===== src/hw/ssd_pkg.sv =====
// Purpose: shared constants and carriers for the serial status/data block
// Assumes: byte-wide register port, 10 MHz system clock
// Notes:   all offsets and the control, status and pin reset values live here
package ssd_pkg;

    // ***************************************************
    // register map
    // ***************************************************
    localparam logic [7:0] ADDR_DATA = 8'h31;
    localparam logic [7:0] ADDR_CTRL = 8'h32;
    localparam logic [7:0] ADDR_STAT = 8'h33;
    localparam logic [7:0] CTRL_RESET = 8'h00;
    localparam logic [7:0] STAT_RESET = 8'h00;
    localparam logic [7:0] STAT_WR_MASK = 8'h07;
    localparam logic [7:0] RD_UNMAPPED = 8'h00;

    // ***************************************************
    // serial timing
    // ***************************************************
    localparam logic [3:0] LAST_EDGE = 4'hf;
    localparam logic [3:0] PIN_IDLE = 4'h1;
    localparam logic [6:0] HALF_DIV4 = 7'h02;
    localparam logic [6:0] HALF_DIV8 = 7'h04;
    localparam logic [6:0] HALF_DIV16 = 7'h08;
    localparam logic [6:0] HALF_DIV32 = 7'h10;
    localparam logic [6:0] HALF_DIV64 = 7'h20;
    localparam logic [6:0] HALF_DIV128 = 7'h40;

    // ***************************************************
    // carriers
    // ***************************************************
    typedef struct packed {
        logic irq_enable;
        logic peripheral_enable;
        logic divider_enable;
        logic master_select;
        logic clk_idle_high;
        logic clk_phase_late;
        logic [1:0] rate_sel;
    } ssd_ctrl_t;

    typedef struct packed {
        logic transfer_done_flag;
        logic write_collision_flag;
        logic overrun_flag;
        logic mode_fault_flag;
        logic rsvd;
        logic output_disable;
        logic select_source_software;
        logic select_internal_level;
    } ssd_csr_t;

    typedef struct packed {
        logic sck;
        logic mosi;
        logic miso;
        logic ss_n;
    } ssd_pins_in_t;

    typedef struct packed {
        logic sck_o;
        logic sck_oe;
        logic mosi_o;
        logic mosi_oe;
        logic miso_o;
        logic miso_oe;
        logic ss_gpio_free;
    } ssd_pins_out_t;

    // half period of the master serial clock in system cycles
    function automatic logic [6:0] ssd_half_period(input logic [2:0] sel);
        logic [6:0] h;
        h = HALF_DIV8;
        unique case (sel)
            3'h4: h = HALF_DIV4;
            3'h0: h = HALF_DIV8;
            3'h1: h = HALF_DIV16;
            3'h6: h = HALF_DIV32;
            3'h2: h = HALF_DIV64;
            3'h3: h = HALF_DIV128;
            default: h = HALF_DIV8;
        endcase
        return h;
    endfunction

endpackage


===== src/hw/ssd_sync.sv =====
// Purpose: two-stage synchroniser for the serial pins
// Assumes: inputs are asynchronous to clk_sys
// Notes:   only the second stage is visible outside
`timescale 1ns/100ps
module ssd_sync #(
    parameter int W = 4,
    parameter logic [W-1:0] RST_VAL = '0
) (
    // clock and reset
    input wire logic clk_sys,
    input wire logic rst_sync_b,
    // data
    input wire logic [W-1:0] d,
    output logic [W-1:0] q
);

    typedef struct packed {
        logic [W-1:0] meta;
        logic [W-1:0] stable;
    } ssd_sync_st_t;

    ssd_sync_st_t s_reg;
    ssd_sync_st_t s_next;

    always_comb
    begin
        s_next.meta = d;
        s_next.stable = s_reg.meta;
    end

    always_ff @(posedge clk_sys or negedge rst_sync_b)
    begin
        if (!rst_sync_b)
        begin
            s_reg <= {RST_VAL, RST_VAL};
        end
        else
        begin
            s_reg <= s_next;
        end
    end

    assign q = s_reg.stable;

endmodule


===== src/hw/ssd_top.sv =====
// Purpose: serial peripheral status, flags and data port
// Assumes: 10 MHz clk_sys, pins sampled through ssd_sync
// Notes:   one byte shifter, receive buffer, no transmit buffer
`timescale 1ns/100ps

// Contract
// done flag bit 7 set on byte end
// done cleared by status then data access
// one interrupt from done, overrun, fault
// data writes ignored until status read
// collision flag bit 6 on busy write
// overrun bit 5 when done still set
// overrun cleared by status read
// fault bit 4 on select low as master
// fault cleared by status then control write
// output disable bit 2 releases data out
// software select ignores the select pin
// internal level bit 0 selects when low
// master data write starts next byte
// received byte copied to buffer at end
// data read returns buffer, not shifter
// data write loads shifter directly
// software writes zero to status bit 3
// status register resets to zero
// fault clears enable and master bits
// interrupt enable low suppresses interrupt
// collision cleared by status then data read
module ssd_top (
    // clock and reset
    input wire logic clk_sys,
    input wire logic rst_b,
    // register port
    input wire logic [7:0] reg_addr,
    input wire logic [7:0] reg_wdata,
    input wire logic reg_wr,
    input wire logic reg_rd,
    output logic [7:0] reg_rdata,
    // serial pins
    input wire ssd_pkg::ssd_pins_in_t pin_in,
    output ssd_pkg::ssd_pins_out_t pin_out,
    // interrupt
    output logic irq_out
);

    // ***************************************************
    // state
    // ***************************************************
    typedef struct packed {
        ssd_pkg::ssd_ctrl_t ctrl;
        ssd_pkg::ssd_csr_t csr;
        logic [7:0] rx_buf;
        logic [7:0] shifter;
        logic rx_bit;
        logic [3:0] edge_cnt;
        logic busy;
        logic sck_lvl;
        logic [6:0] div_cnt;
        logic sck_prev;
        logic stat_seen;
        logic mode_fault_flag_seen;
        logic [7:0] rd_data;
        ssd_pkg::ssd_pins_out_t pins;
        logic irq;
    } ssd_state_t;

    localparam ssd_state_t ST_RESET = '{
        ctrl: ssd_pkg::CTRL_RESET,
        csr: ssd_pkg::STAT_RESET,
        default: '0
    };

    ssd_state_t s_reg;
    ssd_state_t s_next;
    logic [1:0] rst_pipe_reg;
    logic rst_sync_b;
    ssd_pkg::ssd_pins_in_t pin_sync;

    logic stat_rd;
    logic stat_wr;
    logic ctrl_wr;
    logic data_rd;
    logic data_wr;
    logic wr_blocked;
    logic ss_int;
    logic sel_slave;
    logic in_bit;
    logic edge_go;
    logic smp;
    logic shf;
    logic byte_done;
    logic [7:0] new_byte;
    logic [6:0] half;

    // ***************************************************
    // reset release and pin sampling
    // ***************************************************
    always_ff @(posedge clk_sys or negedge rst_b)
    begin
        if (!rst_b)
        begin
            rst_pipe_reg <= 2'h0;
        end
        else
        begin
            rst_pipe_reg <= {rst_pipe_reg[0], 1'b1};
        end
    end

    assign rst_sync_b = rst_pipe_reg[1];

    ssd_sync #(
        .W(4),
        .RST_VAL(ssd_pkg::PIN_IDLE)
    ) u_sync (
        .clk_sys(clk_sys),
        .rst_sync_b(rst_sync_b),
        .d(pin_in),
        .q(pin_sync)
    );

    // ***************************************************
    // next state
    // ***************************************************
    always_comb
    begin
        s_next = s_reg;
        stat_rd = reg_rd && (reg_addr == ssd_pkg::ADDR_STAT);
        stat_wr = reg_wr && (reg_addr == ssd_pkg::ADDR_STAT);
        ctrl_wr = reg_wr && (reg_addr == ssd_pkg::ADDR_CTRL);
        data_rd = reg_rd && (reg_addr == ssd_pkg::ADDR_DATA);
        data_wr = reg_wr && (reg_addr == ssd_pkg::ADDR_DATA);
        half = ssd_pkg::ssd_half_period({s_reg.ctrl.divider_enable,
                                         s_reg.ctrl.rate_sel});
        // ignore pin
        // internal level
        ss_int = s_reg.csr.select_source_software ?
                 s_reg.csr.select_internal_level : pin_sync.ss_n;
        sel_slave = s_reg.ctrl.peripheral_enable &&
                    !s_reg.ctrl.master_select && !ss_int;
        in_bit = s_reg.ctrl.master_select ? pin_sync.miso : pin_sync.mosi;
        // writes held off
        wr_blocked = s_reg.csr.transfer_done_flag && !s_reg.stat_seen;
        edge_go = 1'b0;
        smp = 1'b0;
        shf = 1'b0;
        byte_done = 1'b0;
        new_byte = s_reg.shifter;

        // read data stand one cycle only
        s_next.rd_data = 8'h00;
        if (reg_rd)
        begin
            unique case (reg_addr)
                // buffer read
                ssd_pkg::ADDR_DATA: s_next.rd_data = s_reg.rx_buf;
                ssd_pkg::ADDR_CTRL: s_next.rd_data = s_reg.ctrl;
                ssd_pkg::ADDR_STAT: s_next.rd_data = {s_reg.csr[7:4], 1'b0,
                                                      s_reg.csr[2:0]};
                default: s_next.rd_data = ssd_pkg::RD_UNMAPPED;
            endcase
        end

        // ***************************************************
        // software sequences (clears first, sets later)
        // ***************************************************
        if (stat_rd)
        begin
            s_next.stat_seen = 1'b1;
            // overrun clear
            s_next.csr.overrun_flag = 1'b0;
        end
        if ((stat_rd || stat_wr) && s_reg.csr.mode_fault_flag)
        begin
            s_next.mode_fault_flag_seen = 1'b1;
        end
        if (stat_wr)
        begin
            // bit 3 kept zero whatever is written
            s_next.csr[2:0] = reg_wdata[2:0] & ssd_pkg::STAT_WR_MASK[2:0];
        end
        if (ctrl_wr)
        begin
            s_next.ctrl = reg_wdata;
            // fault clear sequence
            if (s_reg.mode_fault_flag_seen)
            begin
                s_next.csr.mode_fault_flag = 1'b0;
                s_next.mode_fault_flag_seen = 1'b0;
            end
        end
        if (data_rd)
        begin
            if (s_reg.stat_seen)
            begin
                // done clear on read
                s_next.csr.transfer_done_flag = 1'b0;
                // collision clear
                s_next.csr.write_collision_flag = 1'b0;
            end
            s_next.stat_seen = 1'b0;
        end
        if (data_wr && !wr_blocked)
        begin
            // done clear on write
            s_next.csr.transfer_done_flag = 1'b0;
            s_next.stat_seen = 1'b0;
            if (s_reg.busy)
            begin
                // collision, byte dropped
                s_next.csr.write_collision_flag = 1'b1;
            end
            else
            begin
                // direct load
                s_next.shifter = reg_wdata;
                // master start
                if (s_reg.ctrl.peripheral_enable && s_reg.ctrl.master_select)
                begin
                    s_next.busy = 1'b1;
                    s_next.edge_cnt = 4'h0;
                    s_next.div_cnt = half;
                    s_next.sck_lvl = s_reg.ctrl.clk_idle_high;
                end
            end
        end

        // ***************************************************
        // shift engine
        // ***************************************************
        s_next.sck_prev = pin_sync.sck;
        if (s_reg.ctrl.master_select)
        begin
            if (s_reg.busy)
            begin
                if (s_reg.div_cnt == 7'h01)
                begin
                    edge_go = 1'b1;
                    s_next.div_cnt = half;
                    s_next.sck_lvl = !s_reg.sck_lvl;
                end
                else
                begin
                    s_next.div_cnt = s_reg.div_cnt - 7'h01;
                end
            end
            else if (!(data_wr && !wr_blocked))
            begin
                s_next.sck_lvl = s_reg.ctrl.clk_idle_high;
            end
        end
        else if (sel_slave)
        begin
            edge_go = (pin_sync.sck != s_reg.sck_prev);
        end
        else
        begin
            // deselect aborts a partial slave byte
            s_next.edge_cnt = 4'h0;
            s_next.busy = 1'b0;
        end

        if (edge_go)
        begin
            smp = (s_reg.edge_cnt[0] == s_reg.ctrl.clk_phase_late);
            shf = !smp && !(s_reg.ctrl.clk_phase_late && s_reg.edge_cnt == 4'h0);
            if (s_reg.edge_cnt == ssd_pkg::LAST_EDGE)
            begin
                new_byte = {s_reg.shifter[6:0],
                            s_reg.ctrl.clk_phase_late ? in_bit : s_reg.rx_bit};
                byte_done = 1'b1;
                s_next.shifter = new_byte;
                s_next.edge_cnt = 4'h0;
                s_next.busy = 1'b0;
            end
            else
            begin
                if (smp)
                begin
                    s_next.rx_bit = in_bit;
                end
                if (shf)
                begin
                    s_next.shifter = {s_reg.shifter[6:0], s_reg.rx_bit};
                end
                s_next.edge_cnt = s_reg.edge_cnt + 4'h1;
                s_next.busy = 1'b1;
            end
        end

        // ***************************************************
        // hardware flag sets win over clears
        // ***************************************************
        if (byte_done)
        begin
            if (s_next.csr.transfer_done_flag)
            begin
                // overrun, buffer keeps the unread byte
                s_next.csr.overrun_flag = 1'b1;
            end
            else
            begin
                // buffer copy
                s_next.rx_buf = new_byte;
                // done set
                s_next.csr.transfer_done_flag = 1'b1;
            end
        end
        // mode fault
        if (s_reg.ctrl.peripheral_enable && s_reg.ctrl.master_select && !ss_int)
        begin
            s_next.csr.mode_fault_flag = 1'b1;
            // drop to released slave
            s_next.ctrl.peripheral_enable = 1'b0;
            s_next.ctrl.master_select = 1'b0;
            s_next.busy = 1'b0;
            s_next.edge_cnt = 4'h0;
            s_next.sck_lvl = s_reg.ctrl.clk_idle_high;
        end

        // ***************************************************
        // registered pin and interrupt outputs
        // ***************************************************
        s_next.pins.sck_o = s_next.sck_lvl;
        s_next.pins.sck_oe = s_next.ctrl.peripheral_enable &&
                             s_next.ctrl.master_select;
        s_next.pins.mosi_o = s_next.shifter[7];
        s_next.pins.miso_o = s_next.shifter[7];
        // output release
        s_next.pins.mosi_oe = s_next.ctrl.peripheral_enable &&
                              s_next.ctrl.master_select &&
                              !s_next.csr.output_disable;
        s_next.pins.miso_oe = s_next.ctrl.peripheral_enable &&
                              !s_next.ctrl.master_select &&
                              !s_next.csr.output_disable && !ss_int;
        // pin left to general io
        s_next.pins.ss_gpio_free = s_next.csr.select_source_software ||
                                   !s_next.ctrl.peripheral_enable;
        // single interrupt
        // enable gate
        s_next.irq = s_next.ctrl.irq_enable &&
                     (s_next.csr.transfer_done_flag || s_next.csr.overrun_flag ||
                      s_next.csr.mode_fault_flag);
    end

    // ***************************************************
    // state register
    // ***************************************************
    always_ff @(posedge clk_sys or negedge rst_sync_b)
    begin
        if (!rst_sync_b)
        begin
            // status clears on reset
            s_reg <= ST_RESET;
        end
        else
        begin
            s_reg <= s_next;
        end
    end

    assign reg_rdata = s_reg.rd_data;
    assign pin_out = s_reg.pins;
    assign irq_out = s_reg.irq;

endmodule


===== config.mk =====
export PLATFORM = sky130hd
export DESIGN_NAME = ssd_top
export DESIGN_NICKNAME = d
export VERILOG_FILES = /design/src/hw/ssd_pkg.sv /design/src/hw/ssd_sync.sv /design/src/hw/ssd_top.sv
export SDC_FILE = /design/constraint.sdc
export NUM_CORES = 1
export LEC_CHECK = 0
export ABC_AREA = 0
export BUFFER_PORTS_ARGS = -buffer_cell sky130_fd_sc_hd__buf_2
export CAP_MARGIN = 20
export CELL_PAD_IN_SITES_DETAIL_PLACEMENT = 2
export CELL_PAD_IN_SITES_GLOBAL_PLACEMENT = 2
export CORE_AREA = 2 2 91 115
export DETAILED_ROUTE_END_ITERATION = 10
export DIE_AREA = 0 0 93 117
export PLACE_DENSITY = 0.77
export RECOVER_POWER = 100
export REMOVE_ABC_BUFFERS = 1
export SYNTH_ARGS = -nofsm -noshare
export SYNTH_HDL_FRONTEND = slang
export SYNTH_SLANG_ARGS = --single-unit

===== constraint.sdc =====
create_clock -name clk_sys -period 2.6 [get_ports clk_sys]
set_clock_uncertainty 0.05 [all_clocks]
set_input_delay 0.26 -clock clk_sys [delete_from_list [all_inputs] [get_ports clk_sys]]
set_output_delay 0.26 -clock clk_sys [all_outputs]
set_load 0.02 [all_outputs]

==> results of run 1 <==
[through the flow]
step,cells,setup slack (ns)
final,503,0.393
after global routing,503,0.220
after CTS,503,0.444
after detailed placement,483,0.460
after global placement,483,0.561
after floorplan,310,0.430
[metal layers]
metal,wire (um),GRT usage,vias up
met5,0,0,-
met4,221,0.0863,0
met3,239,0.0320,15
met2,5000,0.333,41
met1,4130,0.247,1373
li1,-,-,1250
[kinds of logic (layout without fill, tap and decap cells)]
logic type,Yosys count,after routing,share of synthesized area
fa+ha+maj,4,4,0.0140
simple gates,120,120,0.183
compound gates,68,68,0.135
flops,71,71,0.498
other cells,1,1,0.00105
mux,33,33,0.102
xor+xnor,2,2,0.00491
buf+inv,39,75,0.0620
[final cells by class]
cell class                 count  area (um2)
inverter                      11        41.3
multi-input combinational    228        1540
tap                          129         161
timing repair buffer          49         256
fill                        1088        5780
clock inverter                 3        43.8
clock buffer                  12         246
sequential                    71        1780
[timing repair]
action | 4_1_cts | 5_1_grt
endpoints found under the hold margin | 6 | 0
hold buffers | 5 | 0
buffers inserted | 0 | 0
[placed cells by master, fill, tap and decap left out, types with 3 or more instances in the layout]
cell type	count
dfrtp_1	69
nand2_1	40
nor2_1	29
buf_2	22
a21oi_1	19
clkbuf_1	19
mux2i_1	13
inv_1	11
mux2_2	10
a22oi_1	9
mux2_1	9
clkbuf_16	9
o21ai_0	8
nand2b_1	7
and3_1	7
nand3_1	6
nor3_1	6
dlygate4sd3_1	5
nor3b_1	4
ha_1	4
and2_1	3
a41oi_1	3
a22o_1	3
buf_4	3
[path summary, 6_finish.rpt]
| kind | to | slack, ns |
|---|---|---|
| min in group asynchronous | rst_pipe_reg[1]$_DFF_PN0_ | 0.19 |
| worst min-delay path | s_reg[60]$_DFFE_PN0N_ | 0.09 |
| max in group asynchronous | s_reg[24]$_DFF_PN0_ | 0.96 |
| worst max-delay path | s_reg[32]$_DFFE_PN0P_ | 0.39 |
| worst min register to register | u_sync.q[3]$_DFF_PN0_ | 0.30 |
| worst max register to register | s_reg[32]$_DFFE_PN0P_ | 0.39 |
[power by group]
part,total (mW),switching [mW],internal (mW)
Combinational,0.196,0.117,0.0790
Clock,1.21,0.449,0.764
Sequential,1.19,0.0435,1.14
[worst max-delay path, delay by kind of cell, from the launching register on]
kind,cells,cell delay [ns]
simple gates,4,1.06
flops,1,0.40
mux,1,0.34
fa+ha+maj,1,0.16
buf+inv,1,0.09
==> results.cfg, run 1 <==
[route]
viasPerCell = 5.33
drt_iter0_drc = 87
postRouteAntennaNets = 0
vias = 2679
drc_errors = 0
firstDrtPassIters = 4
wire_per_inst_um = 19.1
routed_wl_um = 9600

[grt]
grt_max_degree = 27
grt_pass1_vias = 2951
grt_pass1_wl_um = 16000
antenna_found_initial = 0
track_usage = 0.196
grt_overflow = 0

[sta]
hold_viol = 0
fin_crit_sh = 0.849
relSlewSlack = 0.380
fin_crit_ns = 2.21
rsz0062_at_grt = false
hold_ws_ns = 0.0879
setup-tns-final_ns = 0
drv_slew = 0
worstMarginPinSlew_ns = 0.930
setup_violations = 0
max_freq_ghz = 0.453

[floorplanning]
die_area_mm2 = 0.0109
initial_core_util = 0.363
ios = 40
core_mm2 = 0.00985
rows = 41
die_y_um = 117
die_x_um = 93

[finish]
num_antenna_cells = 0
final_area_mm2 = 0.00407
nets = 398
area_growth_pct = 13.9
drive_gt1_frac = 0.168
fin_util = 0.413
largest_reg_flops = 46

[clock_tree]
cts_sinks = 71
cts_tree = done
clock-root-buffer = clkbuf_16
cts_htree_levels = 3
clk_pin_slew_ns = 0.06
cts-resized-gates = 0
clockBufferDepth = 2
insertion_delay_ns = 0.33
cts_buffers = 9

[logic_synthesis]
syn_inst = 338
synth_ff_type = dfrtp_1
synth.avg_cell_area_um2 = 10.6
yosysWarnings = 0
syn_area_mm2 = 0.00357
synth_commonest_cells = 69 x dfrtp_1, 40 x nand2_1, 28 x nor2_1, 19 x a21oi_1, 17 x buf_4
synth_top_cell_by_area = dfrtp_1
yosysUniqueCellTypes = 64
yosysSeqAreaShare = 0.498
yosysMostFrequentCell = dfrtp_1
async_reset_ff_frac = 1.00
synth_seq_cells = 71
synth_area_leaders = dfrtp_1 48%, nand2_1 4.2%, mux2i_1 3.6%
yosys.area.top_type_share = 0.484
synth_edf_count = 0

[worst_setup_path]
cp_data_arrival_time_ns = 2.36
cp-end-kind = flip-flop
path_cells = inv_1 -> ha_1 -> nor4b_2 -> and3_1 -> nor2_1 -> and4bb_1 -> mux2_1
criticalPathCategory = flip-flop to flip-flop
crit_start = s_reg[20]$_DFF_PN0_
crit-reg2reg-launch = s_reg[20]$_DFF_PN0_
crit_path_max_incr_delay_ns = 0.40
slowest_stage = dfrtp_1
start_kind = flip-flop
required_ns = 2.76
worst_r2r_path_depth = 7
critPathMaxFanout = 4

[place]
portBuffers = 39
post_dp_cell_area_mm2 = 0.00379
routabilityCongestion = 0.829
hpwl_um = 7100

[run_status]
status = finished clean

[power_and_ir_drop]
p_leak_nw = 1.90
power_density_mw_per_mm2 = 638
vdd_ir_drop_max_v = 0.000398
total_power_mw = 2.60

[job]
cap_violations = 0

[worst_hold_path]
min_from = reg_wdata[3]
hp-class = primary input to flip-flop
hold_depth = 3
Note: power is estimated with default switching activity, not from simulation.
==> run 2, diff against run 1 <==
--- a/config.mk
+++ b/config.mk
@@ -10,10 +10,10 @@
 export CAP_MARGIN = 20
 export CELL_PAD_IN_SITES_DETAIL_PLACEMENT = 2
 export CELL_PAD_IN_SITES_GLOBAL_PLACEMENT = 2
-export CORE_AREA = 2 2 91 115
+export CORE_AREA = 2 2 95 120
 export DETAILED_ROUTE_END_ITERATION = 10
-export DIE_AREA = 0 0 93 117
-export PLACE_DENSITY = 0.77
+export DIE_AREA = 0 0 97 122
+export PLACE_DENSITY = 0.74
 export RECOVER_POWER = 100
 export REMOVE_ABC_BUFFERS = 1
 export SYNTH_ARGS = -nofsm -noshare
==> constraint.sdc (replaced) <==
create_clock -name clk_sys -period 1.9 [get_ports clk_sys]
set_clock_uncertainty 0.05 [all_clocks]
set_input_delay 0.19 -clock clk_sys [delete_from_list [all_inputs] [get_ports clk_sys]]
set_output_delay 0.19 -clock clk_sys [all_outputs]
set_load 0.02 [all_outputs]
==> results.cfg, run 2 (synthesis results as in run 1) <==
[run_status]
status = finished, violations left
violations = setup timing

[finish]
fin_cells = 554
final-seq-area_mm2 = 0.00178
num_antenna_cells = 0
nets = 442
nFillCells = 1139
drive_gt1_frac = 0.289
fin_util = 0.421
layout_common_cells = 68 x dfrtp_1, 39 x nand2_1, 36 x buf_4, 27 x clkbuf_1, 25 x nor2_1
area_growth_pct = 27.4
final_common_cell = dfrtp_1
final_area_mm2 = 0.00455
multi_input_area_mm2 = 0.00166
largest_reg_flops = 46

[route]
firstDrtPassIters = 4
drt_iter0_drc = 86
postRouteAntennaNets = 0
routed_wl_um = 11400
vias = 2902
drc_errors = 0
wire_per_inst_um = 20.5
viasPerCell = 5.24

[grt]
grtUsageMet1 = 0.240
antenna_found_initial = 0
use_met2 = 0.342
use_met3 = 0.0344
grt_pass1_wl_um = 17800
grt_max_degree = 48
grt_pass1_vias = 3265
track_usage = 0.194
grt.busiest_layer = met2
grt_overflow = 0

[worst_setup_path]
crit-reg2reg-launch = s_reg[20]$_DFF_PN0_
path_cells = inv_2 -> ha_4 -> nor4b_4 -> buf_4 -> and3_4 -> nor2_4 -> and4bb_1 -> mux2_4
timing.critical_path.buf_inv = 2
r2r_slack_ns = -0.08
cp-end-kind = flip-flop
slowest_stage = dfrtp_1
crit_path_max_incr_delay_ns = 0.39
cp_data_arrival_time_ns = 2.14
criticalPathCategory = flip-flop to flip-flop
critPathMaxFanout = 4
required_ns = 2.07
crit_family = simple AND/OR/NAND/NOR gates
worstReg2RegEnd = s_reg[32]$_DFFE_PN0P_
worst_r2r_path_depth = 8
start_kind = flip-flop

[place]
hpwl_um = 7980
place_inst = 525
routabilityCongestion = 0.796
place_ws_ns = -0.266
post_dp_cell_area_mm2 = 0.00408
portBuffers = 39

[worst_hold_path]
min_delay_worst_endpoint = s_reg[59]$_DFFE_PN0N_
min_from = reg_wdata[2]
hp-class = primary input to flip-flop
hold_depth = 3

[sta]
relSlewSlack = 0.153
fin_crit_sh = 1.04
drv_slew = 0
rsz0062_at_grt = true
setup-tns-final_ns = -0.265
max_freq_ghz = 0.506
setup_violations = 15
fin_crit_ns = 1.98
hold_viol = 0
setup_ws_ns = -0.0764
worstMarginPinSlew_ns = 1.27

[power_and_ir_drop]
p_sw_mw = 0.869
combPwrFrac = 0.093
p_seq_frac = 0.459
p_int_mw = 2.66
p_leak_nw = 2.12
clockPowerShare = 0.449
power_density_mw_per_mm2 = 776
vdd_ir_drop_max_v = 0.000454
swShare = 0.246

[floorplanning]
die_area_mm2 = 0.0118
die_y_um = 122
die_x_um = 97
core_mm2 = 0.0108
rows = 43
initial_core_util = 0.330
ios = 40

[clock_tree]
clock-root-buffer = clkbuf_16
cts_buffers = 9
clk_pin_slew_ns = 0.06
cts_sinks = 71
clockBufferDepth = 2
cts_htree_levels = 3
insertion_delay_ns = 0.34
cts_tree = done

[job]
cap_violations = 0
==> run 2: cell types whose count changed in the layout (fill, tap and decap cells not counted), moves of 3 or more <==
cell,previous run,this run
buf_12,0,3
o21ai_0,8,5
mux2_1,9,2
nor2_2,0,3
clkbuf_1,19,27
mux2_4,1,8
nor2_1,29,25
buf_4,3,36
==> run 2: how the worst max path moves through the flow <==
stage | cells past startpoint | slack [ns] | startpoint | endpoint
after global placement | 7 | -0.14 | s_reg[19]$_DFF_PN0_ | s_reg[38]$_DFF_PN0_
after detailed placement | 8 | -0.27 | s_reg[20]$_DFF_PN0_ | s_reg[33]$_DFF_PN0_
final | 8 | -0.08 | s_reg[20]$_DFF_PN0_ | s_reg[32]$_DFFE_PN0P_
after floorplan | 0 | -0.27 | rst_pipe_reg[1]$_DFF_PN0_ | irq_out$_DFF_PN0_
after CTS | 8 | -0.08 | s_reg[20]$_DFF_PN0_ | s_reg[32]$_DFFE_PN0P_
after global routing | 8 | -0.14 | s_reg[20]$_DFF_PN0_ | s_reg[32]$_DFFE_PN0P_
==> run 2: metal layers <==
metal  wire [um]  vias up
met5           0        -
li1            -     1339
met1        4880     1510
met4         179        0
met3         289       13
met2        6030       40
==> run 2: power groups by stage <==
| stage | Clock, mW | Combinational, mW | Sequential [mW] |
|---|---|---|---|
| 2_1_floorplan | 0 | 0.131 | 1.67 |
| 3_3_place_gp | 0 | 0.298 | 1.64 |
| 3_5_place_dp | 0 | 0.312 | 1.64 |
| 4_1_cts | 1.61 | 0.332 | 1.62 |
| 5_1_grt | 1.68 | 0.359 | 1.63 |
| 6_report | 1.59 | 0.327 | 1.62 |
==> run 2: timing repair <==
item / CTS / global route
resized for setup: 13 / 12
gates cloned: 0 / 1
pin swaps: 5 / 2
hold buffers: 5 / 0
hold endpoints to repair: 6 / 0
buffers inserted: 4 / 3
setup endpoints to repair: 26 / 28
==> run 2: through the flow <==
| step | hold WS, ns | power, mW |
|---|---|---|
| detailed placement | -0.0715 | 1.95 |
| finish | 0.0507 | 3.53 |
| floorplan | -0.156 | 1.80 |
| global route | 0.0787 | 3.67 |
| global placement | -0.0750 | 1.94 |
| CTS | 0.0498 | 3.56 |
==> run 2: area by class of cell <==
cell class,instances,area share
timing repair buffer,93,0.138
tap,135,0.0371
sequential,71,0.391
clock buffer,16,0.0597
inverter,11,0.00907
multi-input combinational,228,0.365
==> run 2: worst register-to-register path, cell delays in order, from the launching register on <==
cell and delay (ns):
dfrtp_1 0.39, inv_2 0.08, ha_4 0.13, nor4b_4 0.18, buf_4 0.17, and3_4 0.23, nor2_4 0.04, and4bb_1 0.28
mux2_4 0.31
